## src/lcd_pkg.sv

```systemverilog
// Purpose: constants and types for the segment display driver
// Assumes: hclk at 20 MHz, sub clock arrives as a one-cycle tick
// Notes: register offsets are word indices on the AHB-Lite slave; byte address = index * 4
package lcd_pkg;
   // ----------------------------------------------------------------
   // bus register map (word indices, byte address = index * 4)
   // ----------------------------------------------------------------
   localparam logic [9:0] CTRL_W = 10'h000;
   localparam logic [9:0] CONTRAST_W = 10'h001;
   localparam logic [9:0] PSEL_W = 10'h002;
   localparam logic [9:0] STATUS_W = 10'h003;
   localparam logic [9:0] RAM_W0 = 10'h118; // byte 0460h
   localparam logic [9:0] RAM_WL = 10'h121; // byte 0484h..0487h
   localparam int RAM_WORDS = 10;
   localparam int RAM_BYTES = 40;

   // ----------------------------------------------------------------
   // control register fields
   // ----------------------------------------------------------------
   localparam int CTRL_FR_LO = 0; // frame_rate_field [1:0]
   localparam int CTRL_DUTY_LO = 2; // duty_select_field [3:2]
   localparam int CTRL_SUBDIS = 5; // sub_osc_disable
   localparam int CTRL_ON = 7; // display enable
   localparam logic [7:0] CTRL_RESET = 8'h00;

   // ----------------------------------------------------------------
   // scan timing
   // ----------------------------------------------------------------
   localparam logic [8:0] DIV_BASE = 9'h020; // sub clock / 32 at code 00
   localparam logic [2:0] LAST_COM_QTR = 3'h3;
   localparam logic [2:0] LAST_COM_OCT = 3'h7;
   localparam int SEG_PINS = 36;
   localparam int COM_PINS = 8;
   localparam int PINS = 44;
   localparam int PSEL_BITS = 24;

   // level codes on the bias ladder, index {kind, phase}
   // kind: 0 common selected, 1 common idle, 2 segment lit, 3 segment dark
   localparam logic [2:0] LVL_QTR [8] = '{3'h3, 3'h0, 3'h1, 3'h2,
                                          3'h0, 3'h3, 3'h2, 3'h1};
   localparam logic [2:0] LVL_OCT [8] = '{3'h4, 3'h0, 3'h1, 3'h3,
                                          3'h0, 3'h4, 3'h2, 3'h2};

   typedef struct packed {
      logic hsel;
      logic [31:0] haddr;
      logic [1:0] htrans;
      logic hwrite;
      logic [2:0] hsize;
      logic [31:0] hwdata;
      logic hready;
   } ahb_req_t;

   typedef struct packed {
      logic [7:0] ctrl;
      logic [3:0] contrast;
      logic [23:0] psel;
      logic [9:0][31:0] ram;
      logic wr_pend;
      logic [9:0] wr_addr;
      logic [31:0] rd_data;
      logic ready;
      logic resp;
      logic [7:0] div_cnt;
      logic [2:0] com_idx;
      logic phase;
      logic sub_gpio;
      logic [43:0] pin_lcd;
      logic [43:0][2:0] pin_level;
   } lcd_state_t;
endpackage

```

## src/segment_lcd_driver.sv

```systemverilog
// Purpose: segment display controller and driver behind an AHB-Lite slave
// Assumes: sub_tick pulses once per sub clock period, synchronous to hclk
// Notes: pin_level holds bias-ladder tap codes; the ladder itself is analog
//        the slave never stretches a transfer: hreadyout stays high, hresp OKAY
//        ce low freezes bus and scan together, so keep it high during traffic
//        clock source is fixed to the sub clock; bits 4 and 6 are stored only
//
// What this block does
// 36 segment and 8 common pins; quarter duty turns COM4-7 into SEG39-36.
// frame-rate field divides sub clock by 32, 64, 128 or 256.
// frame rates 128/64/32/16 Hz quarter duty, 64/32/16/8 Hz eighth duty.
// reset clears the whole control register to zero.
// a shared pin drives display only while its port select bit is 0.
// scanning keeps running from the sub clock in sleep and stop.
// sub oscillator disable bit hands the two oscillator pins to GPIO.
// software sets watch timer select 000 and keeps oscillator enabled.
// software writes control bit 6 one, bit 4 zero, bit 3 one.
// after reset the display clock source is the sub clock.
// software waits for sub oscillator to settle before display on.
// four-bit contrast field selects one of 16 contrast steps.
// hardware fetches display bits from the 0460h-0487h window continually.
// a display bit of 1 lights its intersection, 0 leaves it dark.
// duty field bits 3:2 select the drive method, quarter or eighth duty.
// drive levels come from the internal resistor bias divider.
// commons are activated one at a time, segments follow that slot.
//
// The placing of the registers and register access over AHB-Lite were chosen for this implementation.
`timescale 1ns/1ns
module segment_lcd_driver (
   input wire logic hclk,
   input wire logic hresetn,
   input wire logic ce,
   input wire lcd_pkg::ahb_req_t ahb_req,
   output logic [31:0] hrdata,
   output logic hreadyout,
   output logic hresp,
   input wire logic sub_tick,
   output logic [43:0][2:0] pin_level,
   output logic [43:0] pin_lcd,
   output logic [3:0] contrast_step_field,
   output logic bias_ladder_on,
   output logic sub_osc_pins_gpio
);
   import lcd_pkg::*;

   lcd_state_t st;
   lcd_state_t next_st;

   // ----------------------------------------------------------------
   // scan helpers
   // ----------------------------------------------------------------
   logic [8:0] div_lim;
   logic lcd_tick;
   logic quarter;
   logic [2:0] last_com;
   logic [39:0][7:0] ram_bytes;
   logic [43:0] pin_free;

   // divider limit from the frame-rate code, 9 bits so /256 fits
   assign div_lim = (DIV_BASE << st.ctrl[CTRL_FR_LO +: 2]) - 9'h001;
   // >= so a smaller code written mid-count ends the slot at once
   assign lcd_tick = sub_tick && ({1'b0, st.div_cnt} >= div_lim);
   // low duty bit set selects quarter duty
   assign quarter = st.ctrl[CTRL_DUTY_LO];
   assign last_com = quarter ? LAST_COM_QTR : LAST_COM_OCT;
   assign ram_bytes = st.ram;
   // port select only covers the first 24 pins; the rest always stay display
   assign pin_free = {20'h00000, st.psel};

   // ----------------------------------------------------------------
   // next-state logic
   // ----------------------------------------------------------------
   always_comb begin
      logic [31:0] rdv;
      logic [9:0] ri;
      logic [5:0] seg;
      logic [2:0] com;
      logic is_com;
      logic lcd;
      logic [1:0] kind;
      logic [2:0] lv;
      rdv = 32'h00000000;
      ri = 10'h000;
      seg = 6'h00;
      com = 3'h0;
      is_com = 1'b0;
      lcd = 1'b0;
      kind = 2'h0;
      lv = 3'h0;
      next_st = st;
      next_st.ready = 1'b1;
      next_st.resp = 1'b0;

      // write data phase: hwdata stands now for the captured address
      if (st.wr_pend) begin
         ri = st.wr_addr - RAM_W0;
         if (st.wr_addr == CTRL_W) begin
            next_st.ctrl = ahb_req.hwdata[7:0];
         end else if (st.wr_addr == CONTRAST_W) begin
            next_st.contrast = ahb_req.hwdata[3:0];
         end else if (st.wr_addr == PSEL_W) begin
            next_st.psel = ahb_req.hwdata[23:0];
         end else if (st.wr_addr >= RAM_W0 && st.wr_addr <= RAM_WL) begin
            next_st.ram[ri[3:0]] = ahb_req.hwdata;
         end
      end
      next_st.wr_pend = 1'b0;

      // address phase: reads are answered from the registers right away
      if (ahb_req.hsel && ahb_req.htrans[1] && ahb_req.hready) begin
         next_st.wr_pend = ahb_req.hwrite;
         next_st.wr_addr = ahb_req.haddr[11:2];
         ri = ahb_req.haddr[11:2] - RAM_W0;
         if (ahb_req.haddr[11:2] == CTRL_W) begin
            rdv = {24'h000000, st.ctrl};
         end else if (ahb_req.haddr[11:2] == CONTRAST_W) begin
            rdv = {28'h0000000, st.contrast};
         end else if (ahb_req.haddr[11:2] == PSEL_W) begin
            rdv = {8'h00, st.psel};
         end else if (ahb_req.haddr[11:2] == STATUS_W) begin
            rdv = {20'h00000, st.phase, st.com_idx, st.div_cnt};
         end else if (ahb_req.haddr[11:2] >= RAM_W0 &&
                      ahb_req.haddr[11:2] <= RAM_WL) begin
            rdv = st.ram[ri[3:0]];
         end
         if (!ahb_req.hwrite) begin
            next_st.rd_data = rdv;
         end
      end

      // oscillator pins follow the disable bit
      next_st.sub_gpio = st.ctrl[CTRL_SUBDIS];

      // scan runs from the sub clock only, with no tie to sleep or stop,
      // so the panel stays refreshed while the core is halted
      if (sub_tick) begin
         if (lcd_tick) begin
            next_st.div_cnt = 8'h00;
            // two half slots per common keep the panel free of dc
            next_st.phase = !st.phase;
            if (st.phase) begin
               if (st.com_idx >= last_com) begin
                  next_st.com_idx = 3'h0;
               end else begin
                  next_st.com_idx = st.com_idx + 3'h1;
               end
            end
         end else begin
            next_st.div_cnt = st.div_cnt + 8'h01;
         end
      end

      // pin levels for the current common slot and half slot
      for (int p = 0; p < PINS; p++) begin
         lcd = !pin_free[p];
         is_com = 1'b0;
         seg = 6'h00;
         com = 3'h0;
         if (p < SEG_PINS) begin
            seg = 6'(p);
         end else if (quarter && p >= SEG_PINS + 4) begin
            seg = 6'(79 - p);
         end else begin
            is_com = 1'b1;
            com = 3'(p - SEG_PINS);
         end
         if (is_com) begin
            kind = (com == st.com_idx) ? 2'h0 : 2'h1;
         end else begin
            // a stored one lights the intersection
            kind = ram_bytes[seg][st.com_idx] ? 2'h2 : 2'h3;
         end
         // bias taps of the internal divider: 1/3 or 1/4 bias
         lv = quarter ? LVL_QTR[{kind, st.phase}] : LVL_OCT[{kind, st.phase}];
         next_st.pin_lcd[p] = lcd;
         next_st.pin_level[p] = (st.ctrl[CTRL_ON] && lcd) ? lv : 3'h0;
      end
   end

   // ----------------------------------------------------------------
   // state register
   // ----------------------------------------------------------------
   // async reset clears everything, but the slave keeps reporting ready
   always_ff @(posedge hclk or negedge hresetn) begin
      if (!hresetn) begin
         st <= '0;
         st.ctrl <= CTRL_RESET;
         st.ready <= 1'b1;
      end else if (ce) begin
         st <= next_st;
      end
   end

   // outputs straight from the state register
   assign hrdata = st.rd_data;
   assign hreadyout = st.ready;
   assign hresp = st.resp;
   assign pin_level = st.pin_level;
   assign pin_lcd = st.pin_lcd;
   assign contrast_step_field = st.contrast;
   assign bias_ladder_on = st.ctrl[CTRL_ON];
   assign sub_osc_pins_gpio = st.sub_gpio;
endmodule

```

## config.mk

```make
export PLATFORM = sky130hd
export DESIGN_NAME = segment_lcd_driver
export DESIGN_NICKNAME = d
export VERILOG_FILES = /design/src/lcd_pkg.sv /design/src/segment_lcd_driver.sv
export SDC_FILE = /design/constraint.sdc
export NUM_CORES = 1
export LEC_CHECK = 0
export ABC_AREA = 1
export BUFFER_PORTS_ARGS = -buffer_cell sky130_fd_sc_hd__buf_2
export CAP_MARGIN = 30
export CORE_ASPECT_RATIO = 0.75
export CORE_UTILIZATION = 30
export CTS_CLUSTER_SIZE = 14
export DETAILED_ROUTE_END_ITERATION = 12
export GPL_TIMING_DRIVEN = 0
export HOLD_SLACK_MARGIN = 0.08
export PLACE_DENSITY = 0.48
export SLEW_MARGIN = 5
export SYNTH_ARGS = -nofsm -noshare
export SYNTH_HDL_FRONTEND = slang
export SYNTH_SLANG_ARGS = --single-unit
```

## constraint.sdc

```tcl
create_clock -name hclk -period 5.15 [get_ports hclk]
set_input_delay 1.545 -clock hclk [delete_from_list [all_inputs] [get_ports hclk]]
set_output_delay 1.545 -clock hclk [all_outputs]
set_load 0.01 [all_outputs]
```

==> run metrics <==
CP startpoint kind=input port; Place WS=448 ps; net count reported at finish=4,146; Final min period=4170 ps; total power=10.3 mW; largest net degree at the start of global routing=108; worst vdd ir=0.247 mV; status=finished, final reports clean; register area share after synthesis=47.0%; First DRT Iteration DRCs=4,111; Core Area=0.0977 mm²; Worst Tran Pin Value=1120 ps; Reg clk slew, reported paths=60 ps; max_cap viols=0; H-tree lvl count=2; final setup fails=0; Detailed Route WL=146,000 µm; critical path class=input port to register; Post-Layout Cell Count=5,362; Int Power=7.42 mW; mapped cell area=0.0297 mm²; first-pass GRT wire length=204,000 µm; hold_sp=hrdata[27]$_DFFE_PN0P_; Sink Count=558; vias post-DR=28,767; placer congestion estimate=1.05; Worst Path Required=5740 ps; Power Density=295 mW/mm²; combinational share of power=11.4%; Hold Path Class=register to register; antenna viol nets, final=0; Seq cells post-synth=558; Seq pwr share=44.9%; number of port buffers=261; number of global-route vias before repair=26,518; Placed Cells=5,251; fraction of registers with async set/reset=100%; share of cells above drive strength 1=20.7%; HPWL Detailed=111,000 µm; reg2reg start=st[178]$_DFFE_PN0P_; CTS tree=yes; Clock Path Buffers=3; Cell variety after synth=50; Top FF cell, synth=dfrtp_1; average via count per standard cell=5.36; routed len/inst=27.2 µm; Peak Freq=0.240 GHz; Net Switching=2.91 mW; Filler cells=10,478; TritonRoute pass-1 iters=8; Arr. time, crit path=4760 ps; number of remaining DRC errors=0; average cell area after synthesis=8.14 µm²; FP Rows=99; clock share of power=43.8%; GR Util All Layers=28.7%; RSZ-0062 raised after global routing=no; Synth Warn #=0; syn_nets=3,793; CTS Hold Bufs=0; Leak=16.8 nW; P&R area growth vs syn=18.0%; Critical Path Sink Type=register; io pins=292; total gr overflow=0; cell count after synthesis=3,651; clk_skew=31.7 ps; Post-synth EDFFs=0; Die X=366 µm; Net Sw Frac=28.1%; setup ws final=976 ps; die area=0.100 mm²; Initial Util=30.4%; die height=275 µm; Max FO, Critical Path=10; CP startpoint=ahb_req[44]; root buffer cell=clkbuf_16; Slew Limit Fails=0; postcts setup bufs=0; relative slew slack=25.7%; Final period util=81.1%; cts repair resizes=0; hold_ws=480 ps; Final Hold Vio Count=0; Clock Latency Late Sink=680 ps; CTS Buf Count=59; initial antenna violation count=8
[layout make-up]
type	instances	area [µm²]	area share (%)
Antenna cell	1	2.50	0.00713
Buffer	452	2710	7.73
Clock buffer	89	1760	5.02
Clock inverter	16	210	0.599
Inverter	265	1000	2.86
Multi-Input combinational cell	2376	12100	34.4
Sequential cell	558	14000	39.8
Tap cell	1313	1640	4.68
Timing Repair Buffer	292	1710	4.89
[registers in the layout (all words and copies together), names as in the netlist, 4 cells and up]
signal / count
pin_lcd: 25
st: 28
hrdata: 32
pin_level: 121
ram_bytes: 320
pin_free: 24
contrast_step_field: 4
[through the flow]
| stage | area [µm²] | utilization, % | TNS [ps] |
|---|---|---|---|
| finish | 35100 | 35.9 | 0 |
| global route | 35100 | 35.9 | 0 |
| CTS | 35000 | 35.8 | 0 |
| detailed placement | 33000 | 33.8 | 0 |
| floorplan | 29700 | - | 0 |
| global placement | 32700 | 33.4 | -5504840 |
[routing by layer]
| metal | vias to the layer above | global-route usage [%] | part of all wire [%] |
|---|---|---|---|
| li1 | 12614 | - | - |
| met1 | 14220 | 41.5 | 44 |
| met2 | 1664 | 39.8 | 40 |
| met3 | 259 | 9.43 | 12 |
| met4 | 10 | 9.57 | 3.3 |
| met5 | - | 0 | 0.051 |
[kinds of logic (layout without fill, tap and decap cells)]
kind of cell / after synthesis / count (layout) / share of synthesized area [%]
DFF: 558 / 558 / 47.0
adders and majority gates: 66 / 66 / 2.78
xor gates and xnor gates: 3 / 3 / 0.0884
AOI/OAI and AO/OA: 935 / 935 / 18.2
buffers and inverters: 717 / 1114 / 12.5
other: 2 / 3 / 0.0253
and+or+nand+nor: 1370 / 1370 / 19.4
[cell usage in the layout (no fill, tap or decap), types with 5 or more instances in the layout]
cell type,count
ha_1,66
a22oi_1,41
o21ai_0,425
o21ai_1,141
buf_2,333
o221ai_1,19
nor2_1,140
buf_4,232
buf_1,14
nand2_2,5
dfrtp_1,557
o21a_1,6
clkbuf_8,15
o21ai_2,46
nand2_1,986
nand3_1,97
clkbuf_16,60
o22ai_1,57
nor2_2,7
a22o_1,5
inv_1,255
buf_6,16
inv_2,6
o211ai_1,18
nand4_1,41
o2111ai_1,18
or2_2,63
buf_16,5
nand2_4,5
buf_8,8
a32o_1,25
nor4_1,5
a21oi_1,120
clkbuf_1,149
clkinv_2,6
[cell usage after synthesis, types with 4 or more instances]
library cell	n	area share [%]
a32o_1	25	0.84
o221ai_1	19	0.56
nand2_1	986	12
nand4_1	41	0.86
o211ai_1	18	0.45
inv_2	6	0.076
o21a_1	6	0.15
nor4_1	5	0.11
inv_1	255	3.2
o32ai_1	4	0.12
a21oi_1	120	2.0
o21ai_0	429	7.2
nand2_4	5	0.19
o22ai_1	57	1.2
o2111ai_1	18	0.53
nand3_1	97	1.6
nand3b_1	4	0.10
or2_2	63	1.3
nand2_2	5	0.11
buf_6	12	0.45
a22o_1	5	0.15
dfrtp_1	558	47
o21ai_1	137	2.3
clkbuf_1	135	1.7
a22oi_1	41	1.0
buf_4	224	5.7
nor2_2	7	0.15
buf_1	14	0.18
nand4_4	4	0.29
nor2_1	140	1.8
o21ai_2	46	1.4
ha_1	66	2.8
buf_2	67	1.1
[worst max-delay path: stages]
cell and delay, ps:
buf_2 180, nor2_2 650, a31oi_1 190, nor3_2 810, clkbuf_1 590, nand3_1 430, nand2_1 140, nand2_1 130
nand2_1 90
[power groups by stage]
stage	registers (mW)	logic, mW	clock network [mW]
3_5_place_dp	4.71	1.16	0
6_report	4.63	1.18	4.52
2_1_floorplan	4.66	0.636	0
5_1_grt	4.65	1.28	4.73
3_3_place_gp	4.71	1.14	0
4_1_cts	4.63	1.16	4.55
[path summary, 6_finish.rpt]
path / endpoint / slack (ps) / depth (start not counted)
worst min register to register: hrdata[27]$_DFFE_PN0P_ / 480 / 2
worst max-delay path: hrdata[0]$_DFFE_PN0P_ / 980 / 9
min in group asynchronous: pin_lcd[24]$_DFFE_PN0P_ / 920 / 1
worst min-delay path: hrdata[27]$_DFFE_PN0P_ / 480 / 2
worst max register to register: pin_level[10]$_DFFE_PN0P_ / 1000 / 9
max in group asynchronous: ram_bytes[314]$_DFFE_PN0P_ / 2680 / 3
No activity file was read; power rests on OpenSTA's default activity.
